File: src/hdl/scpa_pkg.sv
package scpa_pkg;
   // Instruction word layout
   localparam int INSTR_BITS = 16;
   localparam int ADDR_BITS = 13;
   localparam int RW_POS = 15;
   localparam int LEN_HI_POS = 14;
   localparam int LEN_LO_POS = 13;
   localparam int BYTE_BITS = 8;
   // Transfer length codes
   localparam logic [1:0] LEN_ONE = 2'h0;
   localparam logic [1:0] LEN_TWO = 2'h1;
   localparam logic [1:0] LEN_THREE = 2'h2;
   localparam logic [1:0] LEN_STREAM = 2'h3;
   // Register addresses and bit positions
   localparam logic [12:0] ADDR_PORT_CFG = 13'h000;
   localparam logic [12:0] ADDR_STATUS_CFG = 13'h232;
   localparam logic [12:0] ADDR_COMMIT = 13'h234;
   localparam logic [12:0] ADDR_NVM_STAT = 13'hb00;
   localparam logic [12:0] ADDR_LOW_END = 13'h000;
   localparam logic [12:0] ADDR_HIGH_END = 13'h234;
   localparam int LSB_FIRST_POS_A = 1;
   localparam int LSB_FIRST_POS_B = 6;
   localparam int MON_BUSY_POS = 4;
   localparam int COMMIT_POS = 0;
   localparam logic RESET_LSB_FIRST = 1'b0;
   localparam logic RESET_MON_BUSY = 1'b0;
   // Timing
   localparam int CLK_KHZ = 250000;
   localparam int SAVE_TIME_MS = 46;
   localparam int LOAD_TIME_MS = 40;
   localparam int START_TIME_NS = 2000;
   localparam int SAVE_CYCLES = SAVE_TIME_MS * CLK_KHZ;
   localparam int LOAD_CYCLES = LOAD_TIME_MS * CLK_KHZ;
   localparam int START_CYCLES = START_TIME_NS * (CLK_KHZ / 1000) / 1000;
   localparam int TIMER_BITS = 24;
   localparam int NVM_BYTES = 512;

   typedef enum logic [1:0] {SCPA_IDLE, SCPA_INSTR, SCPA_DATA, SCPA_DONE} scpa_state_t;
endpackage

File: src/hdl/scpa_serial_port.sv
`timescale 1ns/1ns
module scpa_serial_port #(
   parameter int SAVE_CYC = scpa_pkg::SAVE_CYCLES,
   parameter int LOAD_CYC = scpa_pkg::LOAD_CYCLES
) (
   input wire logic clk,
   input wire logic rst_b,
   input wire logic sclk,
   input wire logic csB,
   input wire logic sdioIn,
   output logic sdioOut,
   output logic sdioOe,
   output logic serialDataOut,
   output logic serialDataOutOe,
   output logic regWrStrobe,
   output logic [scpa_pkg::ADDR_BITS-1:0] regWrAddr,
   output logic [scpa_pkg::BYTE_BITS-1:0] regWrData,
   output logic [scpa_pkg::ADDR_BITS-1:0] regRdAddr,
   input wire logic [scpa_pkg::BYTE_BITS-1:0] regRdData,
   output logic commitPulse,
   input wire logic nvmSaveStart,
   input wire logic nvmLoadStart,
   output logic busyFlag,
   output logic i2cAddrAck,
   output logic monitorOutputPinA,
   input wire logic resetPinB,
   input wire logic nvmSelPin,
   output logic restorePulse,
   output logic restoreFromNvm,
   output logic syncPulse,
   output logic outputsRunning
);
   import scpa_pkg::*;

   typedef struct packed {
      scpa_state_t st;
      logic sclkS1;
      logic sclkS2;
      logic sclkS3;
      logic csS1;
      logic csS2;
      logic dinS1;
      logic dinS2;
      logic rpS1;
      logic rpS2;
      logic rpS3;
      logic selS1;
      logic selS2;
      logic [3:0] bitCnt;
      logic [15:0] sh;
      logic rw;
      logic [1:0] len;
      logic [12:0] addr;
      logic [1:0] byteCnt;
      logic past;
      logic lsbFirst;
      logic monEn;
      logic [7:0] txByte;
      logic txLoad;
      logic txBit;
      logic wrStb;
      logic [12:0] wrAddr;
      logic [7:0] wrData;
      logic commit;
      logic [23:0] busyCnt;
      logic [23:0] startCnt;
      logic waitNvm;
      logic running;
      logic syncP;
      logic restP;
      logic fromNvm;
   } scpa_regs_t;

   scpa_regs_t r_r;
   scpa_regs_t r_nxt;

   logic sclkRise;
   logic sclkFall;
   logic busy;
   logic [7:0] rdVal;
   logic [15:0] instrWord;
   logic [7:0] dataByte;
   logic nextPast;
   logic lastByte;

   // Timer lengths must fit the busy counter
   if (SAVE_CYC < 1 || SAVE_CYC >= 2 ** TIMER_BITS) begin : g_bad_save
      $error("SAVE_CYC out of range");
   end
   if (LOAD_CYC < 1 || LOAD_CYC >= 2 ** TIMER_BITS) begin : g_bad_load
      $error("LOAD_CYC out of range");
   end

   assign sclkRise = r_r.sclkS2 & ~r_r.sclkS3;
   assign sclkFall = ~r_r.sclkS2 & r_r.sclkS3;
   assign busy = (r_r.busyCnt != 24'h0);

   always_comb begin
      // Read data source with blocking and boundary handling
      if (r_r.past) begin
         rdVal = 8'h00;
      end else if (r_r.addr == ADDR_NVM_STAT) begin
         rdVal = {7'h00, busy};
      end else if (busy) begin
         rdVal = 8'h00;
      end else begin
         rdVal = regRdData;
      end
   end

   always_comb begin
      // Assembled words in the active bit order
      if (r_r.lsbFirst) begin
         instrWord = {r_r.dinS2, r_r.sh[15:1]};
         dataByte = {r_r.dinS2, r_r.sh[15:9]};
      end else begin
         instrWord = {r_r.sh[14:0], r_r.dinS2};
         dataByte = {r_r.sh[6:0], r_r.dinS2};
      end
      if (r_r.lsbFirst) begin
         nextPast = r_r.past | (r_r.addr == ADDR_HIGH_END);
      end else begin
         nextPast = r_r.past | (r_r.addr == ADDR_LOW_END);
      end
      if (r_r.len == LEN_STREAM) begin
         lastByte = nextPast;
      end else begin
         lastByte = (r_r.byteCnt == r_r.len);
      end
   end

   always_comb begin
      r_nxt = r_r;
      r_nxt.sclkS1 = sclk;
      r_nxt.sclkS2 = r_r.sclkS1;
      r_nxt.sclkS3 = r_r.sclkS2;
      r_nxt.csS1 = csB;
      r_nxt.csS2 = r_r.csS1;
      r_nxt.dinS1 = sdioIn;
      r_nxt.dinS2 = r_r.dinS1;
      r_nxt.rpS1 = resetPinB;
      r_nxt.rpS2 = r_r.rpS1;
      r_nxt.rpS3 = r_r.rpS2;
      r_nxt.selS1 = nvmSelPin;
      r_nxt.selS2 = r_r.selS1;
      r_nxt.wrStb = 1'b0;
      r_nxt.commit = 1'b0;
      r_nxt.txLoad = 1'b0;
      r_nxt.syncP = 1'b0;
      r_nxt.restP = 1'b0;

      // Transfer-busy timer
      if (r_r.busyCnt != 24'h0) begin
         r_nxt.busyCnt = r_r.busyCnt - 24'h1;
      end
      if (nvmSaveStart) begin
         r_nxt.busyCnt = SAVE_CYC[23:0];
      end else if (nvmLoadStart) begin
         r_nxt.busyCnt = LOAD_CYC[23:0];
      end

      // Serial engine
      if (r_r.txLoad) begin
         r_nxt.txByte = rdVal;
      end
      if (r_r.csS2) begin
         if (r_r.st == SCPA_DONE || (r_r.st == SCPA_DATA && r_r.len == LEN_STREAM)) begin
            r_nxt.st = SCPA_IDLE;
         end else if (r_r.st == SCPA_INSTR && r_r.bitCnt[2:0] != 3'h0) begin
            r_nxt.st = SCPA_IDLE;
         end else if (r_r.st == SCPA_DATA && r_r.bitCnt != 4'h0) begin
            r_nxt.st = SCPA_IDLE;
         end
      end else begin
         if (r_r.st == SCPA_IDLE) begin
            r_nxt.st = SCPA_INSTR;
            r_nxt.bitCnt = 4'h0;
         end
         if (sclkRise) begin
            case (r_r.st)
               SCPA_IDLE: begin
                  r_nxt.sh = {r_r.sh[14:0], r_r.dinS2};
                  r_nxt.bitCnt = 4'h1;
                  if (r_r.lsbFirst) begin
                     r_nxt.sh = {r_r.dinS2, r_r.sh[15:1]};
                  end
               end
               SCPA_INSTR: begin
                  r_nxt.sh = instrWord;
                  r_nxt.bitCnt = r_r.bitCnt + 4'h1;
                  if (r_r.bitCnt == 4'hf) begin
                     r_nxt.rw = instrWord[RW_POS];
                     r_nxt.len = instrWord[LEN_HI_POS:LEN_LO_POS];
                     r_nxt.addr = instrWord[ADDR_BITS-1:0];
                     r_nxt.st = SCPA_DATA;
                     r_nxt.byteCnt = 2'h0;
                     r_nxt.past = 1'b0;
                     r_nxt.txLoad = instrWord[RW_POS];
                     r_nxt.bitCnt = 4'h0;
                  end
               end
               SCPA_DATA: begin
                  r_nxt.sh = r_r.lsbFirst ? {r_r.dinS2, r_r.sh[15:1]} : {r_r.sh[14:0], r_r.dinS2};
                  r_nxt.bitCnt = r_r.bitCnt + 4'h1;
                  if (r_r.bitCnt == 4'h7) begin
                     r_nxt.bitCnt = 4'h0;
                     if (!r_r.rw && !r_r.past && !busy) begin
                        r_nxt.wrStb = 1'b1;
                        r_nxt.wrAddr = r_r.addr;
                        r_nxt.wrData = dataByte;
                        if (r_r.addr == ADDR_PORT_CFG) begin
                           r_nxt.lsbFirst = dataByte[LSB_FIRST_POS_A] | dataByte[LSB_FIRST_POS_B];
                        end
                        if (r_r.addr == ADDR_STATUS_CFG) begin
                           r_nxt.monEn = dataByte[MON_BUSY_POS];
                        end
                        if (r_r.addr == ADDR_COMMIT) begin
                           r_nxt.commit = dataByte[COMMIT_POS];
                        end
                     end
                     r_nxt.past = nextPast;
                     if (r_r.lsbFirst) begin
                        r_nxt.addr = r_r.addr + 13'h1;
                     end else begin
                        r_nxt.addr = r_r.addr - 13'h1;
                     end
                     if (lastByte) begin
                        r_nxt.st = SCPA_DONE;
                        r_nxt.txByte = 8'h00;
                     end else begin
                        r_nxt.byteCnt = r_r.byteCnt + 2'h1;
                        r_nxt.txLoad = r_r.rw;
                     end
                  end
               end
               default: begin
                  r_nxt.bitCnt = 4'h0;
               end
            endcase
         end
         // Read bits leave on falling edges
         if (sclkFall && r_r.rw && (r_r.st == SCPA_DATA || r_r.st == SCPA_DONE)) begin
            if (r_r.lsbFirst) begin
               r_nxt.txBit = r_r.txByte[0];
               r_nxt.txByte = {1'b0, r_r.txByte[7:1]};
            end else begin
               r_nxt.txBit = r_r.txByte[7];
               r_nxt.txByte = {r_r.txByte[6:0], 1'b0};
            end
         end
      end

      // Reset pin, restore and output start-up
      if (!r_r.rpS2) begin
         r_nxt.st = SCPA_IDLE;
         r_nxt.lsbFirst = RESET_LSB_FIRST;
         r_nxt.monEn = RESET_MON_BUSY;
         r_nxt.running = 1'b0;
         r_nxt.waitNvm = 1'b0;
         r_nxt.startCnt = 24'h0;
      end else if (!r_r.rpS3) begin
         r_nxt.restP = 1'b1;
         r_nxt.syncP = 1'b1;
         r_nxt.fromNvm = r_r.selS2;
         if (r_r.selS2) begin
            r_nxt.busyCnt = LOAD_CYC[23:0];
            r_nxt.waitNvm = 1'b1;
         end else begin
            r_nxt.startCnt = START_CYCLES[23:0];
         end
      end else begin
         if (r_r.startCnt != 24'h0) begin
            r_nxt.startCnt = r_r.startCnt - 24'h1;
            r_nxt.running = (r_r.startCnt == 24'h1);
         end
         if (r_r.waitNvm && r_r.busyCnt == 24'h1) begin
            r_nxt.waitNvm = 1'b0;
            r_nxt.running = 1'b1;
         end
      end
   end

   always_ff @(posedge clk) begin
      if (!rst_b) begin
         r_r <= '0;
         r_r.st <= SCPA_IDLE;
         r_r.sclkS1 <= 1'b0;
         r_r.csS1 <= 1'b1;
         r_r.csS2 <= 1'b1;
         r_r.rpS1 <= 1'b1;
         r_r.rpS2 <= 1'b1;
         r_r.rpS3 <= 1'b1;
         r_r.lsbFirst <= RESET_LSB_FIRST;
         r_r.monEn <= RESET_MON_BUSY;
      end else begin
         r_r <= r_nxt;
      end
   end

   assign sdioOut = r_r.txBit;
   assign serialDataOut = r_r.txBit;
   assign sdioOe = ~r_r.csS2 & r_r.rw & (r_r.st == SCPA_DATA || r_r.st == SCPA_DONE);
   assign serialDataOutOe = sdioOe;
   assign regWrStrobe = r_r.wrStb;
   assign regWrAddr = r_r.wrAddr;
   assign regWrData = r_r.wrData;
   assign regRdAddr = r_r.addr;
   assign commitPulse = r_r.commit;
   assign busyFlag = busy;
   assign i2cAddrAck = ~busy;
   assign monitorOutputPinA = r_r.monEn & busy;
   assign restorePulse = r_r.restP;
   assign restoreFromNvm = r_r.fromNvm;
   assign syncPulse = r_r.syncP;
   assign outputsRunning = r_r.running;
endmodule // scpa_serial_port

File: config.mk
export PLATFORM = sky130hd
export DESIGN_NAME = scpa_serial_port
export DESIGN_NICKNAME = d
export VERILOG_FILES = /design/src/hdl/scpa_pkg.sv /design/src/hdl/scpa_serial_port.sv
export SDC_FILE = /design/constraint.sdc
export NUM_CORES = 1
export LEC_CHECK = 0
export BUFFER_PORTS_ARGS = -buffer_cell sky130_fd_sc_hd__buf_2
export CORE_UTILIZATION = 62
export CTS_CLUSTER_SIZE = 20
export DETAILED_ROUTE_END_ITERATION = 6
export GPL_ROUTABILITY_DRIVEN = 0
export PLACE_DENSITY = 0.89
export RECOVER_POWER = 50
export SETUP_SLACK_MARGIN = 0.1
export SLEW_MARGIN = 40
export SYNTH_ARGS = -nofsm -noshare
export SYNTH_HDL_FRONTEND = slang
export SYNTH_SLANG_ARGS = --single-unit
File: constraint.sdc
create_clock -name clk -period 4.54 [get_ports clk]
set_input_delay 0.227 -clock clk [delete_from_list [all_inputs] [get_ports clk]]
set_output_delay 0.227 -clock clk [all_outputs]
set_load 0.01 [all_outputs]
==> results.json <==
{
  "dieArea_um2": 12500,
  "synth-warning-count": 0,
  "dpl_worst_slack_ns": 1.66,
  "yosys.area_share.adder_pct": 4.11,
  "rsz0062_at_grt": "no",
  "cts.clk_slew.worst_paths_ns": 0.06,
  "timing.slew.headroom_pct": -43.4,
  "yosys.area_share.simple_pct": 24.4,
  "final_common_cell": "dfxtp_1",
  "powerDensity_nw_per_um2": 470,
  "antenna_left": 0,
  "peakVddDrop_uv": 331,
  "finalHoldViolations": 0,
  "dieWidth_um": 112,
  "placed_cell_area_um2": 7600,
  "fin_skew_ns": 0.0138,
  "netlist_top_cells_area": "dfxtp_1, nand2_1, o211a_1",
  "track_usage_pct": 28.6,
  "cts_tree": "done",
  "wl_per_cell_um": 16.7,
  "outcome": "complete, but fails checks",
  "antenna_found_initial": 0,
  "drv_cap": 3,
  "synth_mux_area_share_pct": 2.54,
  "insertion_delay_ns": 0.43,
  "synth_top_area_share_pct": 37.4,
  "synthXorXnorAreaFrac_pct": 5.26,
  "period_share_pct": 71.4,
  "cts_setup_buffers": 0,
  "grt_overflow": 0,
  "fin_ws_ns": 1.30,
  "io_pins": 64,
  "h-tree-depth": 4,
  "cts_buffer_depth": 2,
  "cts_buffers": 17,
  "drt_iter0_drc": 782,
  "port_buffers": 63,
  "hpwl_um": 11600,
  "synth_top_family_by_area": "simple AND/OR/NAND/NOR gates",
  "die_y_um": 112,
  "critPathKind": "primary input to flip-flop",
  "setup-violations-final": 0,
  "viasPerCell": 6.17,
  "min_path_type": "primary input to flip-flop",
  "drive_gt1_share_pct": 8.77,
  "num_vias": 6510,
  "synth.largest_area_cell": "dfxtp_1",
  "drc": 3,
  "cts-hold-fix-buffers": 2,
  "antenna_cells": 0,
  "areaGrowthSynthToFinish_pct": 9.75,
  "worstPathRequired_ns": 4.88,
  "initial_utilization_pct": 64.5,
  "slew_viol_final": 131,
  "synthArstFlopShare_pct": 0,
  "clock_sinks": 140,
  "avgSynthCellArea_um2": 8.45,
  "ys_seq_elements": 140,
  "synth_edf_count": 0,
  "synth_compound_area_share_pct": 19.1,
  "syn_area_um2": 7490,
  "grt_pass1_vias": 6073,
  "worst_pin_slew_ns": 2.15,
  "fin_nets": 940,
  "cp-end-kind": "flip-flop",
  "critical_path.startpoint_type": "primary input",
  "rows": 39,
  "p_leak_nw": 3.48,
  "fmax_mhz": 309,
  "synth_cell_types": 68,
  "synth_nets": 928,
  "synth-main-ff-cell": "dfxtp_1",
  "setup_tns_ns": 0,
  "cts_root_buffer": "clkbuf_16",
  "first_pass_iters": 7,
  "violations": "DRC, capacitance limit, slew limit",
  "core_area_um2": 11600,
  "critPathMaxFanout": 54,
  "grt_first_pass_wirelength_um": 29000,
  "synth_seq_area_share_pct": 37.4,
  "synthCells": 887,
  "routed_wl_um": 17600,
  "period_needed_ns": 3.24,
  "final_cell_mix": "dfxtp_1, nand2_1, nor2_1",
  "cts_resized": 0,
  "grt_max_degree": 55,
  "cp.arrival_ns": 3.58,
  "final_area_um2": 8220
}
## cell usage after synthesis (4+ instances only)
library cell / n
a211oi_1: 11
a21boi_0: 15
a21boi_1: 8
a21oi_1: 45
a22oi_1: 7
a31oi_1: 6
and2_1: 12
and3_1: 6
buf_4: 37
clkbuf_1: 35
dfxtp_1: 140
ha_1: 23
inv_1: 28
mux2_2: 8
mux2i_1: 10
nand2_1: 96
nand2b_1: 10
nand3_1: 25
nand3b_1: 5
nand4_1: 7
nor2_1: 57
nor2b_1: 14
nor3_1: 35
nor3b_1: 4
nor4_1: 21
o211a_1: 35
o21ai_0: 48
o221ai_1: 4
o22ai_1: 6
or2_2: 7
or3_1: 16
or4_1: 11
xnor2_1: 27
xor2_1: 18
## critical path: stages
cell and delay (ns):
clkbuf_1 1.50, clkbuf_1 1.31, nand2_1 0.17, nand2_1 0.13, o21ai_0 0.10, nor3_1 0.14
## report_power, final
group / internal [W] / total [W] / switching, W
sequential: 0.00135 / 0.00146 / 0.000116
clock: 0.00101 / 0.00156 / 0.000550
combinational: 0.000364 / 0.000843 / 0.000479
## sequential cells by signal, summed over array words and instances, names as in the netlist
name	flops
restoreFromNvm	1
outputsRunning	1
sdioOut	1
r_nxt	7
regRdAddr	13
regWrAddr	13
regWrData	8
syncPulse	1
r_r	93
commitPulse	1
regWrStrobe	1
## cell type report
type                            count  area (µm²)
Clock buffer                       19         453
Clock inverter                     13         213
Fill cell                         922        3390
Inverter                           29         109
Multi-Input combinational cell    641        4150
Sequential cell                   140        2800
Tap cell                          143         179
Timing Repair Buffer               70         313
## routing by layer
metal	vias to the layer above	track usage (%)	part of all wire (%)
li1	3172	-	-
met1	3068	36.2	42
met2	248	48.8	50
met3	22	6.37	6.7
met4	0	8.47	1.3
met5	-	0	0
## worst paths after layout
path / from / to / slack [ns] / depth (start not counted)
min: nvmSelPin / r_nxt[127]$_SDFF_PN0_ / 0.01 / 2
max reg2reg: r_r[139]$_SDFFE_PN0P_ / r_r[86]$_SDFFE_PN0P_ / 1.65 / 8
min reg2reg: r_nxt[134]$_SDFF_PN1_ / r_r[134]$_SDFF_PN1_ / 0.41 / 1
max: rst_b / regRdAddr[10]$_SDFFE_PN0P_ / 1.30 / 6
## cells by family (layout without fill, tap and decap cells)
logic type,count (synthesis),after routing
AND/OR/NAND/NOR,346,346
adder cells (fa/ha/maj),24,24
buffers and inverters,106,131
flip-flops,140,140
AO/OA/AOI/OAI,208,208
multiplexers,18,18
XOR/XNOR,45,45
## through the flow
| step | hold slack [ns] | std cells | total power (W) | util (%) |
|---|---|---|---|---|
| 2_1_floorplan | 0.328 | 887 | 0.00215 | - |
| 3_3_place_gp | 0.398 | 1021 | 0.00228 | 65.4 |
| 3_5_place_dp | 0.407 | 1021 | 0.00230 | 65.4 |
| 4_1_cts | 0.00499 | 1055 | 0.00387 | 71.3 |
| 5_1_grt | 0.0138 | 1055 | 0.00406 | 70.8 |
| 6_report | 0.00992 | 1055 | 0.00386 | 70.8 |
(Power assumes the default switching activity.)
